### src/core/pdbo_consts.vh
// register offsets, field positions and reset values for the port block
`ifndef PDBO_CONSTS_VH
`define PDBO_CONSTS_VH
`define PDBO_OFF_PORT2_DATA 8'hA0
`define PDBO_OFF_PORT0_DIR_LOW 8'hAC
`define PDBO_OFF_PORT0_DIR_HIGH 8'hAD
`define PDBO_OFF_PORT1_DIR_LOW 8'hAE
`define PDBO_OFF_PORT1_DIR_HIGH 8'hAF
`define PDBO_OFF_PORT3_DATA 8'hB0
`define PDBO_OFF_PORT2_DIR_LOW 8'hB1
`define PDBO_OFF_PORT2_DIR_HIGH 8'hB2
`define PDBO_OFF_PORT3_DIR_LOW 8'hB3
`define PDBO_OFF_PORT3_DIR_HIGH 8'hB4
`define PDBO_OFF_PORT0_DATA 8'hB8
`define PDBO_OFF_PORT1_DATA 8'hB9
`define PDBO_OFF_STATUS 8'hBA
`define PDBO_BIT_P23_SEL 0
`define PDBO_BIT_P0_SEL 1
`define PDBO_MODE_BIDIR 2'h0
`define PDBO_MODE_CMOS 2'h1
`define PDBO_MODE_ODRAIN 2'h2
`define PDBO_MODE_INPUT 2'h3
`define PDBO_RST_DATA 8'hFF
`define PDBO_RST_DIR 8'h00
`endif

### src/core/pdbo_port_block.v
// four bit-programmable ports with direction fields and bus takeover
//
// The Wishbone register port was decided locally.
`timescale 1ns/1ps
`include "pdbo_consts.vh"

// Notes on behaviour
// - two-bit field picks driver: 00 weak pull-up, 01 CMOS, 10 drain, 11 in
// - low direction register holds pins 3..0, high holds 7..4, two bits each
// - port 0 selector clear or access pin low at reset: CMOS bus port
// - port 2 selector clear or access pin low at reset: CMOS bus port
// - either condition makes port 3 pins 6/7 CMOS write/read strobes
// - port 2 takeover drives high address on port 2; software leaves its data alone
// - every data register bit maps to one pin of its port
module pdbo_port_block
(
  // clock and reset
  input wire clk_i,
  input wire rst_i,
  // wishbone slave
  input wire cyc_i,
  input wire stb_i,
  input wire we_i,
  input wire [7:0] adr_i,
  input wire [3:0] sel_i,
  input wire [31:0] dat_i,
  output wire [31:0] dat_o,
  output wire ack_o,
  // configuration straps and access pin
  input wire hardware_config_one_i,
  input wire port0_gpio_select_i,
  input wire port23_gpio_select_i,
  input wire external_access_pin_i,
  // external memory engine side
  input wire [7:0] bus_low_addr_data_i,
  input wire bus_low_oe_i,
  input wire [7:0] bus_high_addr_i,
  input wire bus_write_strobe_n_i,
  input wire bus_read_strobe_n_i,
  output wire [7:0] bus_low_data_o,
  output wire bus_mode_o,
  // pins: ports 0..3 packed as 32 bits, port n at [8n+7:8n]
  input wire [31:0] pin_i,
  output wire [31:0] pin_o,
  output wire [31:0] pin_oe_o,
  output wire [31:0] pin_pullup_o
);

  reg [7:0] data_reg [0:3];
  reg [7:0] dir_low [0:3];
  reg [7:0] dir_high [0:3];
  reg [31:0] pin_meta;
  reg [31:0] pin_sync;
  reg ea_meta;
  reg ea_sync;
  reg rst_d;
  reg p0_bus;
  reg p2_bus;
  // register bus answer
  reg [31:0] rd_data;
  reg ack;
  // packed pin drive, three flops per pin inside the generate loop
  wire [31:0] pin_out_w;
  wire [31:0] pin_oe_w;
  wire [31:0] pin_pull_w;
  // combinational helpers
  reg [31:0] next_rd;
  reg [7:0] next_low_data;
  integer k;

  // a request is taken once; the pending ack blocks a second take
  wire req;
  wire wr;
  wire strobe_mode;
  assign req = cyc_i & stb_i & ~ack;
  assign wr = req & we_i & sel_i[0];
  // strobes go over whenever either port is handed to the bus
  assign strobe_mode = p0_bus | p2_bus;

  // two-stage synchronisers for pins and the access pin
  // only the second stage is read, so no logic sees a metastable level
  always @(posedge clk_i)
  begin
    pin_meta <= pin_i;
    pin_sync <= pin_meta;
    ea_meta <= external_access_pin_i;
    ea_sync <= ea_meta;
  end

  // capture bus mode on the first edge after reset release
  // the mode then holds until the next reset, whatever the straps do
  always @(posedge clk_i)
  begin
    rst_d <= rst_i;
    if (rst_i)
    begin
      p0_bus <= 1'b0;
      p2_bus <= 1'b0;
    end
    else if (rst_d)
    begin
      p0_bus <= ~(hardware_config_one_i & port0_gpio_select_i) | ~ea_sync;
      p2_bus <= ~(hardware_config_one_i & port23_gpio_select_i) | ~ea_sync;
    end
  end

  // register writes and single-cycle acknowledge
  // a write lands at the taking edge; unmapped offsets are acked and dropped
  always @(posedge clk_i)
  begin
    if (rst_i)
    begin
      ack <= 1'b0;
      for (k = 0; k < 4; k = k + 1)
      begin
        data_reg[k] <= `PDBO_RST_DATA;
        dir_low[k] <= `PDBO_RST_DIR;
        dir_high[k] <= `PDBO_RST_DIR;
      end
    end
    else
    begin
      ack <= req;
      if (wr)
      begin
        case (adr_i)
          `PDBO_OFF_PORT0_DATA: data_reg[0] <= dat_i[7:0];
          `PDBO_OFF_PORT1_DATA: data_reg[1] <= dat_i[7:0];
          `PDBO_OFF_PORT2_DATA: data_reg[2] <= dat_i[7:0];
          `PDBO_OFF_PORT3_DATA: data_reg[3] <= dat_i[7:0];
          `PDBO_OFF_PORT0_DIR_LOW: dir_low[0] <= dat_i[7:0];
          `PDBO_OFF_PORT0_DIR_HIGH: dir_high[0] <= dat_i[7:0];
          `PDBO_OFF_PORT1_DIR_LOW: dir_low[1] <= dat_i[7:0];
          `PDBO_OFF_PORT1_DIR_HIGH: dir_high[1] <= dat_i[7:0];
          `PDBO_OFF_PORT2_DIR_LOW: dir_low[2] <= dat_i[7:0];
          `PDBO_OFF_PORT2_DIR_HIGH: dir_high[2] <= dat_i[7:0];
          `PDBO_OFF_PORT3_DIR_LOW: dir_low[3] <= dat_i[7:0];
          `PDBO_OFF_PORT3_DIR_HIGH: dir_high[3] <= dat_i[7:0];
          default: ;
        endcase
      end
    end
  end

  // read mux: data offsets return synchronised pin levels
  always @*
  begin
    next_rd = 32'h00000000;
    case (adr_i)
      `PDBO_OFF_PORT0_DATA: next_rd[7:0] = pin_sync[7:0];
      `PDBO_OFF_PORT1_DATA: next_rd[7:0] = pin_sync[15:8];
      `PDBO_OFF_PORT2_DATA: next_rd[7:0] = pin_sync[23:16];
      `PDBO_OFF_PORT3_DATA: next_rd[7:0] = pin_sync[31:24];
      `PDBO_OFF_PORT0_DIR_LOW: next_rd[7:0] = dir_low[0];
      `PDBO_OFF_PORT0_DIR_HIGH: next_rd[7:0] = dir_high[0];
      `PDBO_OFF_PORT1_DIR_LOW: next_rd[7:0] = dir_low[1];
      `PDBO_OFF_PORT1_DIR_HIGH: next_rd[7:0] = dir_high[1];
      `PDBO_OFF_PORT2_DIR_LOW: next_rd[7:0] = dir_low[2];
      `PDBO_OFF_PORT2_DIR_HIGH: next_rd[7:0] = dir_high[2];
      `PDBO_OFF_PORT3_DIR_LOW: next_rd[7:0] = dir_low[3];
      `PDBO_OFF_PORT3_DIR_HIGH: next_rd[7:0] = dir_high[3];
      `PDBO_OFF_STATUS: next_rd[2:0] = {ea_sync, p2_bus, p0_bus};
      default: next_rd = 32'h00000000;
    endcase
  end

  // registered read data, held until the next read is taken
  always @(posedge clk_i)
  begin
    if (rst_i)
      rd_data <= 32'h00000000;
    else if (req & ~we_i)
      rd_data <= next_rd;
  end

  // per-pin driver selection; port n owns pins [8n+7:8n]
  genvar g;
  generate
    for (g = 0; g < 32; g = g + 1)
    begin : pin_gen
      // port index and bit index within the port
      localparam P = g / 8;
      localparam B = g % 8;
      // pins 3..0 read the low register, pins 7..4 the high one
      wire [7:0] dsel;
      wire [1:0] mode;
      wire dbit;
      // takeover conditions for this particular pin
      wire take_p0;
      wire take_p2;
      wire take_strobe;
      reg o;
      reg oe;
      reg pu;
      reg o_q;
      reg oe_q;
      reg pu_q;
      assign dsel = (B < 4) ? dir_low[P] : dir_high[P];
      assign mode = dsel[2*(B%4)+1 -: 2];
      assign dbit = data_reg[P][B];
      assign take_p0 = (P == 0) && p0_bus;
      assign take_p2 = (P == 2) && p2_bus;
      assign take_strobe = (P == 3) && (B >= 6) && strobe_mode;
      // direction field first, then the bus takeover overrides it
      always @*
      begin
        o = dbit;
        oe = 1'b0;
        pu = 1'b0;
        case (mode)
          `PDBO_MODE_BIDIR:
          begin
            oe = ~dbit;
            o = 1'b0;
            pu = 1'b1;
          end
          `PDBO_MODE_CMOS: oe = 1'b1;
          `PDBO_MODE_ODRAIN:
          begin
            oe = ~dbit;
            o = 1'b0;
          end
          `PDBO_MODE_INPUT: oe = 1'b0;
          default: oe = 1'b0;
        endcase
        // bus ports ignore their direction fields entirely
        if (take_p0)
        begin
          o = bus_low_addr_data_i[B];
          oe = bus_low_oe_i;
          pu = 1'b0;
        end
        if (take_p2)
        begin
          o = bus_high_addr_i[B];
          oe = 1'b1;
          pu = 1'b0;
        end
        if (take_strobe)
        begin
          o = (B == 6) ? bus_write_strobe_n_i : bus_read_strobe_n_i;
          oe = 1'b1;
          pu = 1'b0;
        end
      end
      // registered pin drive; driver off and pull-up on during reset
      always @(posedge clk_i)
      begin
        if (rst_i)
        begin
          o_q <= 1'b0;
          oe_q <= 1'b0;
          pu_q <= 1'b1;
        end
        else
        begin
          o_q <= o;
          oe_q <= oe;
          pu_q <= pu;
        end
      end
      // gather the per-pin flops into the packed pin vectors
      assign pin_out_w[g] = o_q;
      assign pin_oe_w[g] = oe_q;
      assign pin_pull_w[g] = pu_q;
    end
  endgenerate

  // low bus byte back to the memory engine
  // taken from the synchronised pins, so it lags the pads by two edges
  always @*
  begin
    next_low_data = pin_sync[7:0];
  end

  assign dat_o = rd_data;
  assign ack_o = ack;
  assign pin_o = pin_out_w;
  assign pin_oe_o = pin_oe_w;
  assign pin_pullup_o = pin_pull_w;
  assign bus_low_data_o = next_low_data;
  assign bus_mode_o = strobe_mode;

endmodule

### config.mk
export PLATFORM = sky130hd
export DESIGN_NAME = pdbo_port_block
export DESIGN_NICKNAME = d
export VERILOG_FILES = /design/src/core/pdbo_port_block.v
export VERILOG_INCLUDE_DIRS = /design/src /design/src/core
export SDC_FILE = /design/constraint.sdc
export NUM_CORES = 1
export LEC_CHECK = 0
export BUFFER_PORTS_ARGS = -buffer_cell sky130_fd_sc_hd__buf_2
export CAP_MARGIN = 20
export CORE_ASPECT_RATIO = 1.5
export CORE_MARGIN = 5
export CORE_UTILIZATION = 49
export CTS_CLUSTER_DIAMETER = 120
export DETAILED_ROUTE_END_ITERATION = 10
export PLACE_DENSITY_LB_ADDON = 0.2
export SYNTH_ARGS = -nofsm -noshare
export SYNTH_HDL_FRONTEND = slang
export SYNTH_SLANG_ARGS = --single-unit
### constraint.sdc
create_clock -name clk_i -period 2 [get_ports clk_i]
set_input_delay 0.4 -clock clk_i [delete_from_list [all_inputs] [get_ports clk_i]]
set_output_delay 0.4 -clock clk_i [all_outputs]
set_load 0.02 [all_outputs]
# --- After elaboration in Yosys (flattened, before gate mapping) ---
# Memory sizes are Yosys's and may differ from the RTL's.
# Index checks and enable logic that the tools add are counted.
classes:
  eq_ne: 109
  reduce_logical: 78
  shift: 0
  n_mul: 0
  n_bitwise: 59
  mux: 200
  div_mod_pow: 0
  magnitude_cmp: 0
  addsub: 0
ops:
  columns: ["op", "n"]
  rows:
  - ["two-way mux 1 bit", 154]
  - ["equality test 2 bit (second input constant)", 64]
  - ["equality test 8 bit (second input constant)", 13]
  - ["two-way mux 8 bit", 12]
  - ["one-hot mux 1 bit (3 select lines)", 32]
  - ["equality test 2 x 1 -> 1 bit (second input constant)", 32]
  - ["zero test 2 bit", 32]
  - ["OR reduction 2 bit", 32]
  - ["one-hot mux 5 bit (12 select lines)", 1]
  - ["OR reduction 3 bit", 14]
  - ["one-hot mux 3 bit (13 select lines)", 1]
  - ["NOT 1 bit", 37]
  - ["OR 1 bit", 15]
  - ["AND 1 bit", 7]
totals:
  mem_count: 3
  rom_bits: 0
  mem_bits_rw: 96
  register_bits: 174
  word_cells: 554
  out_inout_bits: 138
  inputBits: 104
  latch_bits: 0
memory_table:
  columns: ["name", "words", "word_bits", "read_ports", "rd_clocked_by_memory_dff", "wr", "line_no", "source"]
  rows:
  - ["data_reg", 4, 8, 4, 0, 4, "pdbo_port_block.v:49", "reg [7:0] data_reg [0:3];"]
  - ["dir_high", 4, 8, 4, 0, 4, "pdbo_port_block.v:51", "reg [7:0] dir_high [0:3];"]
  - ["dir_low", 4, 8, 4, 0, 4, "pdbo_port_block.v:50", "reg [7:0] dir_low [0:3];"]

# --- Depth between registers and ports, before layout ---
# Gate-level depths: netlist (run 1).
depth:
  ltp_word: 8
  ltp_mapped: 7
  mapped_depth_nobuf: 5

# --- Least setup slack after synthesis (run 1) ---
# No wires, ideal clock.
synth_timing:
  kind: "input port to flip-flop"
  startpoint: "in adr_i[2]"
  endpoint: "mem dir_high[2][0], enable pin"
  setup_ps: 375
  path_buffers: 2
  path_slack_ps: -71
  arrival_time_ps: 1696
  required_ps: 1625
  stages: 6
  cell_sequence: "clkbuf_2 -> nor3b_1 -> and2_2 -> buf_4 -> nand2_1 -> o21bai_1"
synth_rtl:
  columns: ["element", "line_no", "source"]
  rows:
  - ["start, declared", "pdbo_port_block.v:24", "input wire [7:0] adr_i,"]
  - ["end, declared", "pdbo_port_block.v:51", null]

# --- Final worst setup path (run 1) ---
layout_timing:
  startpoint: "reg p0_bus"
  endpoint: "out bus_mode_o"
layout_via:
  elab_chain_cells: 1
layout_lines:
  columns: ["element", "line_no", "source"]
  rows:
  - ["start, declared", "pdbo_port_block.v:57", "reg p0_bus;"]
  - ["start signal, assigned", "pdbo_port_block.v:102", "p0_bus <= ~(hardware_config_one_i & port0_gpio_select_i) | ~ea_sync;"]
  - ["OR 1 bit", "pdbo_port_block.v:78", "assign strobe_mode = p0_bus | p2_bus;"]
  - ["end, declared", "pdbo_port_block.v:41", "output wire bus_mode_o,"]
# No other way between the ends.

==> out/qor.csv, run 1 <==
stage;metric;value;unit
place;dp_hpwl;20.62;mm
die;start_util;49.79;%
global_route;antenna_found_initial;0;
worst_setup_path;cp_max_fo;4;
timing;worst_pin_slew;0.5687;ns
worst_setup_path;regToRegSetupSlack;0.20;ns
timing;timing.fmax;0.5436;GHz
global_route;grt_pass1_vias;7288;
yosys;syn_inst;956;
worst_setup_path;timing.rr.start;dir_high[1][0];
yosys;yosysWarningCount;0;
worst_setup_path;crit_type;reg2out;
cts;cts_root_buf;clkbuf_16;
yosys;ys_ff_latch;270;
place;placed_cells;1329;
timing;relSlewSlack;62.09;%
routing;vias;7271;
layout;final_cell_mix;189 x buf_2, 174 x dfxtp_1, 96 x edfxtp_1;
layout;fin_cells;1409;
layout;finalNetCount;1221;
cts;clock_latency;0.53;ns
worst_setup_path;cp.buffers_inverters;2;
place;port_buffers;190;
cts;cts_htree_levels;1;
yosys;synth_top_flop_cell;dfxtp_1;
worst_setup_path;crit_family;flip-flops;
yosys;yosysSeqAreaShare;58.88;%
timing;slew_violations;0;
worst_setup_path;critPathLaunch;p0_bus;
routing;via_per_inst;5.160;
layout;fillCellCount;1832;
global_route;grt_max_degree;118;
routing;dr.pass1.iters;5;
cts;cts_buffers;25;
cts;post_cts_buffers;0;
power_and_ir_drop;comb_power_share;8.9;%
yosys;synth_enable_flop_cells;96;
die;die_y;191.9;um
place;place_congestion;0.8877;
cts;cts_tree;done;
worst_hold_path;holdPathStages;2;
yosys;synthArstFlopShare;0;%
run_status;status;finished clean;
die;rows;66;
worst_setup_path;ff2ff_path_depth;4;
timing;setup_viol;0;
yosys;syn_area_per_cell;11.31;um^2
worst_hold_path;whs_endpoint;ack_o;
power_and_ir_drop;p_leak;5.380;nW
timing;period_share;91.99;%
cts;cts_resized;0;
routing;drt-total-wl;28.24;mm
die;die-area;0.02520;mm^2
timing;final_hold_viol_count;0;
cts;clock_path_buffers;3;
worst_setup_path;critPathLaunchType;flip-flop;
layout;layout-drive-gt1-share;32.04;%
worst_hold_path;holdCritStartpoint;rst_i;
power_and_ir_drop;clock_power_share;40.7;%
yosys;synth.distinct_cells;71;
worst_setup_path;slowest_stage;dfxtp_1;
worst_setup_path;slowest_delay;0.37;ns
yosys;synth.top_cell.area_share;32.21;%
die;die_width;131.3;um
routing;drc_errors;0;
global_route;grt_pass1_wl;42.23;mm
power_and_ir_drop;netSwitchingPower;2.833;mW
cts;path_clk_slew;0.06;ns
job;max_cap_viol_count;0;
routing;ant_nets;0;
timing;finClkSkew;0.01249;ns
timing;period_needed;1.840;ns
layout;fin_util;58.80;%
power_and_ir_drop;pwr-share-seq;50.4;%
cts;clock_sinks;270;
routing;drt_iter0_drc;527;
power_and_ir_drop;p_int;9.211;mW
die;pin_count;242;
global_route;grt_usage;21.59;%
routing;wl_per_cell;20.04;um
yosys;ys_top_cells_by_area;dfxtp_1 32%, edfxtp_1 27%, buf_4 9.1%;
worst_setup_path;reg2reg_to;dat_o[0];
timing;rsz0062_at_grt;false;
worst_hold_path;worstHoldPathType;in2reg;
worst_setup_path;critPathArrivalTime;1.44;ns
layout;synthToLayoutAreaGrowth;18.11;%
power_and_ir_drop;swShare;23.52;%
yosys;syn_area;0.01081;mm^2
global_route;grt.overflow.total;0;
layout;final_common_cell;buf_2;
die;coreArea;0.02172;mm^2
yosys;synth_area_leader_cell;dfxtp_1;
worst_setup_path;crit_required;1.60;ns
worst_setup_path;end_kind;output port;
power_and_ir_drop;power_density;943.0;mW/mm^2
worst_setup_path;path_cells;nor2_1 -> inv_1 -> buf_2;
power_and_ir_drop;vdd_drop_max;0.7996;mV
-- area by class of cell --
type                       count  area (um^2)  share of cell area (%)
clock buffer                  31        732.0                   5.731
inverter                       3        11.26                 0.08817
sequential                   270         6366                   49.85
timing repair buffer         288         1859                   14.56
tap                          272        340.3                   2.665
clock inverter                15        127.6                  0.9993
antenna                        1        2.502                 0.01959
multi-input combinational    529         3332                   26.09
-- timing repair --
action                                  in CTS  in global routing
endpoints found under the setup margin       0                  0
hold buffers                                33                  0
endpoints found under the hold margin       33                  0
-- worst max path at each step --
stage / endpoint / cells after the start
floorplan: dir_high[2][0] / 6
global placement: data_reg[3][6] / 6
detailed placement: data_reg[3][1] / 6
CTS: bus_mode_o / 3
global route: bus_mode_o / 3
finish: bus_mode_o / 3
-- worst reg2reg max path, cell delays in order, from the launching register on --
cell and delay, ns:
edfxtp_1 0.51, mux4_1 0.59, a22o_1 0.23, a211oi_1 0.28, nor3_1 0.08
-- layer usage --
layer  share of wire (%)  global-route usage (%)
met5                   0                       0
met4                 2.5                   6.492
met3                 6.1                   3.354
met2                  54                   41.29
met1                  37                   24.63
-- cells by family after synthesis --
kind of cell	after synthesis	synth area share (%)
flops	270	58.88
mux	33	3.888
compound gates	137	9.026
other cells	1	0.03468
simple gates	335	16.96
buf+inv	180	11.21
-- synth_stat cells (8+ instances only) --
| cell | instances |
|---|---|
| buf_2 | 11 |
| dfxtp_1 | 174 |
| mux2i_1 | 21 |
| a22oi_1 | 11 |
| nor2_1 | 74 |
| nand2_1 | 55 |
| nor3_1 | 18 |
| a211o_1 | 8 |
| clkbuf_1 | 30 |
| and2_1 | 66 |
| a211oi_1 | 17 |
| o21ai_0 | 9 |
| or2_2 | 32 |
| buf_4 | 131 |
| a21oi_1 | 33 |
| nor2b_1 | 23 |
| or3_1 | 16 |
| edfxtp_1 | 96 |
| o21bai_1 | 21 |
-- power groups by stage --
stage          clock (mW)  combinational, mW  sequential [mW]
5_1_grt              5.21               1.15             6.09
3_3_place_gp            0               1.02             6.18
6_report             4.91               1.07             6.06
3_5_place_dp            0               1.02             6.19
2_1_floorplan           0              0.797             6.12
4_1_cts              5.01               1.08             6.07
-- stage by stage --
stage | TNS [ns] | instance area [um^2] | setup slack [ns] | hold slack [ns] | total power [mW]
after floorplan | -1.468 | 10910 | -0.07065 | 0.3096 | 6.921
after global placement | -4.112 | 11580 | -0.1193 | 0.3102 | 7.201
after detailed placement | -3.745 | 11580 | -0.1445 | 0.3121 | 7.212
after CTS | 0 | 12770 | 0.1298 | 0.06729 | 12.16
after global routing | 0 | 12770 | 0.06626 | 0.07150 | 12.45
final | 0 | 12770 | 0.1603 | 0.08571 | 12.04
Note: power is estimated with default switching activity, not from simulation.
==> run 2, diff against run 1 <==
CORE_UTILIZATION = 58   (was 49)
clock period = 2.2 ns   (was 2 ns; I/O delays follow)
==> out/qor.csv, run 2 (same netlist as run 1, synthesis figures left out) <==
stage;metric;value;unit;change
cts;cts_root_buf;clkbuf_16;;
timing;fin_hold_ws;0.01566;ns;-0.07005 ns
die;die_width;121.5;um;-7.5%
job;max_cap_viol_count;0;;unchanged
power_and_ir_drop;comb_power_share;8.3;%;-0.6 points
power_and_ir_drop;p_leak;5.093;nW;-5.3%
global_route;antenna_found_initial;0;;unchanged
layout;antenna_cells;0;;-1
power_and_ir_drop;pwr-share-seq;51.4;%;+1.0 points
die;die-area;0.02153;mm^2;-15%
global_route;grt.overflow.total;0;;unchanged
global_route;grt_pass1_wl;38.10;mm;-9.8%
power_and_ir_drop;power_density;881.6;mW/mm^2;-6.5%
routing;dr.pass1.iters;5;;unchanged
timing;slew_violations;0;;unchanged
layout;synthToLayoutAreaGrowth;12.47;%;
routing;via_per_inst;5.313;;+2.9%
die;die_y;177.2;um;-7.7%
power_and_ir_drop;power;10.72;mW;-11%
timing;worst_pin_slew;0.4974;ns;-0.07128 ns
cts;cts_tree;done;;
worst_hold_path;worstHoldPathType;in2reg;;
die;start_util;58.54;%;+8.8 points
power_and_ir_drop;swShare;23.08;%;-0.44 points
cts;clock_sinks;270;;unchanged
routing;ant_nets;0;;unchanged
die;coreArea;0.01847;mm^2;-15%
timing;fin_tns_setup;0;ns;unchanged
worst_setup_path;critPathArrivalTime;1.46;ns;+0.02 ns
routing;wl_per_cell;19.31;um;-3.7%
global_route;grt_usage;23.29;%;+1.7 points
cts;cts_resized;0;;unchanged
layout;final_cell_mix;189 x buf_2, 174 x dfxtp_1, 96 x edfxtp_1;;
layout;final_common_cell;buf_2;;
power_and_ir_drop;vdd_drop_max;0.7153;mV;-11%
routing;drc_errors;0;;unchanged
power_and_ir_drop;netSwitchingPower;2.475;mW;-13%
timing;final_hold_viol_count;0;;unchanged
cts;path_clk_slew;0.07;ns;about the same
place;place_congestion;0.9572;;+7.8%
timing;timing.fmax;0.5263;GHz;
power_and_ir_drop;p_int;8.247;mW;-10%
timing;period_share;86.37;%;
cts;cts_buffers;24;;-4.0%
worst_setup_path;end_kind;output port;;
timing;relSlewSlack;66.69;%;+4.6 points
timing;rsz0062_at_grt;false;;
die;rows;61;;-7.6%
run_status;status;finished clean;;
worst_setup_path;cp_max_fo;7;;+3
worst_setup_path;critPathLaunchType;flip-flop;;
die;pin_count;242;;unchanged
layout;layout-drive-gt1-share;31.33;%;-0.72 points
place;port_buffers;190;;unchanged
routing;drt-total-wl;25.70;mm;-9.0%
layout;finalNetCount;1166;;-4.5%
worst_setup_path;crit_type;reg2out;;
global_route;grt_pass1_vias;6875;;-5.7%
global_route;grt_max_degree;98;;-17%
routing;drt_iter0_drc;605;;+15%
worst_setup_path;crit_required;1.76;ns;+0.16 ns
cts;clock_latency;0.52;ns;about the same
cts;post_cts_buffers;0;;unchanged
timing;finClkSkew;0.01117;ns;-0.001317 ns
timing;period_needed;1.900;ns;
routing;vias;7071;;-2.8%
cts;cts_htree_levels;1;;unchanged
cts;clock_path_buffers;3;;unchanged
place;dp_hpwl;18.59;mm;-9.8%
power_and_ir_drop;clock_power_share;40.4;%;-0.3 points
timing;setup_viol;0;;unchanged
[run 2: changes by cell type in the layout (fill, tap and decap cells not counted), sizes merged]
| cell | before | now |
|---|---|---|
| clkinv | 11 | 4 |
| dlygate4sd3 | 33 | 1 |
| inv | 4 | 6 |
| clkbuf | 31 | 35 |
| diode | 1 | 0 |
| buf | 255 | 233 |
| bufinv | 2 | 1 |
| clkinvlp | 1 | 0 |
[run 2: through the flow]
| stage | utilization, % | area (um^2) | std cells | setup slack, ns |
|---|---|---|---|---|
| floorplan | - | 10900 | 979 | 0.08935 |
| global placement | 61.26 | 11310 | 1287 | 0.05415 |
| detailed placement | 61.26 | 11310 | 1287 | 0.02468 |
| CTS | 65.79 | 12150 | 1330 | 0.3115 |
| global route | 65.84 | 12160 | 1331 | 0.2697 |
| finish | 65.84 | 12160 | 1331 | 0.2999 |
[run 2: layer usage]
metal	wire length (um)	track usage, %	part of all wire, %
met5	0	0	0
met2	13020	40.62	51
met4	1272	11.45	4.9
met1	9474	27.47	37
met3	1938	4.125	7.5
[run 2: worst paths after layout]
kind,from,endpoint,slack (ns),cells past startpoint
worst max-delay path,p0_bus,bus_mode_o,0.30,4
worst min-delay path,pin_i[30],pin_meta[30],0.02,1
worst max register to register,ack_o,dir_high[0][6],0.41,6
worst min register to register,pin_meta[21],pin_sync[21],0.32,0
[run 2: power by group through the flow]
stage               Combinational (mW)  Clock (mW)  Sequential [mW]
floorplan                        0.723           0             5.57
global placement                 0.876           0             5.61
detailed placement               0.883           0             5.62
CTS                              0.886        4.40             5.51
global route                     0.954        4.63             5.52
finish                           0.888        4.33             5.51
[run 2: area by class of cell]
cell class                      count  area (um^2)
Sequential cell                   270         6366
Clock buffer                       35        765.7
Multi-Input combinational cell    529         3321
Timing Repair Buffer              234         1311
Clock inverter                      8        71.32
Tap cell                          252        315.3
Fill cell                        1500         6309
Inverter                            3        11.26
[run 2: repair_timing]
action | in CTS | in global routing
endpoints found under the setup margin | 0 | 0
hold buffers | 0 | 1
endpoints found under the hold margin | 0 | 1
[run 2: worst max-delay path: stages (launching register included)]
cell	delay, ns
dfxtp_1	0.43
nor2_1	0.07
buf_4	0.17
inv_1	0.09
buf_2	0.17
==> run 3, diff against run 2 <==
CTS_BUF_LIST = sky130_fd_sc_hd__clkbuf_16   (was not set)
RECOVER_POWER = 25   (was not set)
SLEW_MARGIN = 30   (was not set)
==> out/qor.csv, run 3 (same netlist as run 1, synthesis figures left out) <==
stage;metric;value;unit;change
worst_setup_path;crit_required;1.76;ns;about the same
worst_setup_path;crit_type;reg2out;;
timing;setup_viol;0;;unchanged
routing;via_per_inst;5.347;;+0.65%
routing;vias;7117;;+0.65%
timing;relSlewSlack;30.51;%;-36 points
die;die_y;177.2;um;unchanged
timing;timing.fmax;0.5251;GHz;-0.23%
timing;final_hold_viol_count;0;;unchanged
die;die-area;0.02153;mm^2;unchanged
worst_setup_path;critPathLaunchType;flip-flop;;
timing;fin_hold_ws;0.01817;ns;+0.002515 ns
routing;dr.pass1.iters;5;;unchanged
die;coreArea;0.01847;mm^2;unchanged
power_and_ir_drop;p_leak;5.062;nW;-0.59%
timing;period_needed;1.905;ns;+0.004468 ns
worst_setup_path;cp_max_fo;7;;unchanged
layout;final_common_cell;buf_2;;
die;die_width;121.5;um;unchanged
die;rows;61;;unchanged
timing;fin_tns_setup;0;ns;unchanged
timing;worst_pin_slew;1.042;ns;+0.5450 ns
global_route;grt_max_degree;98;;unchanged
cts;cts_resized;0;;unchanged
place;place_congestion;0.9572;;unchanged
cts;cts_htree_levels;1;;unchanged
die;start_util;58.54;%;unchanged
worst_setup_path;cp.buffers_inverters;3;;unchanged
power_and_ir_drop;vdd_drop_max;0.7154;mV;about the same
layout;final_cell_mix;189 x buf_2, 174 x dfxtp_1, 96 x edfxtp_1;;
place;port_buffers;190;;unchanged
layout;layout-drive-gt1-share;30.77;%;-0.56 points
power_and_ir_drop;power;10.49;mW;-2.2%
global_route;grt_pass1_wl;38.06;mm;-0.11%
cts;cts_tree;done;;
worst_setup_path;path_cells;nor2_1 -> buf_4 -> inv_1 -> buf_2;;
layout;finalNetCount;1166;;unchanged
worst_setup_path;slowest_delay;0.44;ns;about the same
power_and_ir_drop;power_density;867.6;mW/mm^2;-1.6%
worst_hold_path;worstHoldPathType;in2reg;;
place;dp_hpwl;18.59;mm;unchanged
routing;wl_per_cell;19.29;um;about the same
cts;post_cts_buffers;0;;unchanged
job;max_cap_viol_count;0;;unchanged
cts;clock_sinks;270;;unchanged
worst_setup_path;end_kind;output port;;
global_route;grt_usage;23.26;%;-0.034 points
worst_setup_path;critPathArrivalTime;1.46;ns;about the same
cts;clock_path_buffers;3;;unchanged
cts;postCtsHoldBufs;0;;unchanged
cts;path_clk_slew;0.07;ns;about the same
run_status;status;finished clean;;
timing;period_share;86.57;%;+0.20 points
cts;cts_root_buf;clkbuf_16;;
layout;synthToLayoutAreaGrowth;11.80;%;
cts;clock_latency;0.52;ns;about the same
timing;rsz0062_at_grt;false;;
worst_setup_path;crit_family;flip-flops;;
global_route;grt_pass1_vias;6839;;-0.52%
layout;antenna_cells;0;;unchanged
timing;finClkSkew;0.01147;ns;+0.0003014 ns
global_route;grt.overflow.total;0;;unchanged
timing;slew_violations;0;;unchanged
routing;drt_iter0_drc;596;;-1.5%
routing;ant_nets;0;;unchanged
cts;cts_buffers;24;;unchanged
worst_setup_path;slowest_stage;dfxtp_1;;
global_route;antenna_found_initial;0;;unchanged
routing;drt-total-wl;25.68;mm;about the same
worst_setup_path;regToRegSetupSlack;0.41;ns;about the same
die;pin_count;242;;unchanged
routing;drc_errors;0;;unchanged
-- run 3: routing by layer --
| metal | GRT usage, % | part of all wire [%] |
|---|---|---|
| met5 | 0 | 0 |
| met4 | 10.14 | 4.2 |
| met3 | 3.646 | 7.6 |
| met2 | 41.15 | 52 |
| met1 | 27.79 | 37 |
-- run 3: power by group --
part           switching, mW  internal (mW)
Combinational          0.565          0.320
Sequential             0.120           5.39
Clock                   1.78           2.32
Total                   2.46           8.03
-- run 3: worst reg2reg max path, delay by kind of cell, from the launching register on --
family        cells  cell delay, ns
simple gates      5            1.12
flops             1            0.32
buf+inv           1            0.22
-- run 3: area by class of cell --
cell class / count / area (um^2)
clock buffer: 27 / 675.6
clock inverter: 16 / 101.3
fill: 1511 / 6381
inverter: 3 / 11.26
multi-input combinational: 529 / 3321
sequential: 270 / 6366
tap: 252 / 315.3
timing repair buffer: 234 / 1299
-- run 3: metrics by stage --
stage | area [um^2] | instances | setup slack (ns) | util, %
after CTS | 12090 | 1330 | 0.3115 | 65.47
after global placement | 11310 | 1287 | 0.05415 | 61.26
after detailed placement | 11310 | 1287 | 0.02468 | 61.26
after global routing | 12090 | 1331 | 0.2637 | 65.45
final | 12090 | 1331 | 0.2955 | 65.45
after floorplan | 10900 | 979 | 0.08935 | -
-- run 3: path summary, 6_finish.rpt --
path	from	to	cells after the start
hold / removal	pin_i[11]	pin_meta[11]	1
setup / recovery	p0_bus	bus_mode_o	4
setup reg to reg	ack_o	dir_high[0][6]	6
hold reg to reg	pin_meta[21]	pin_sync[21]	0
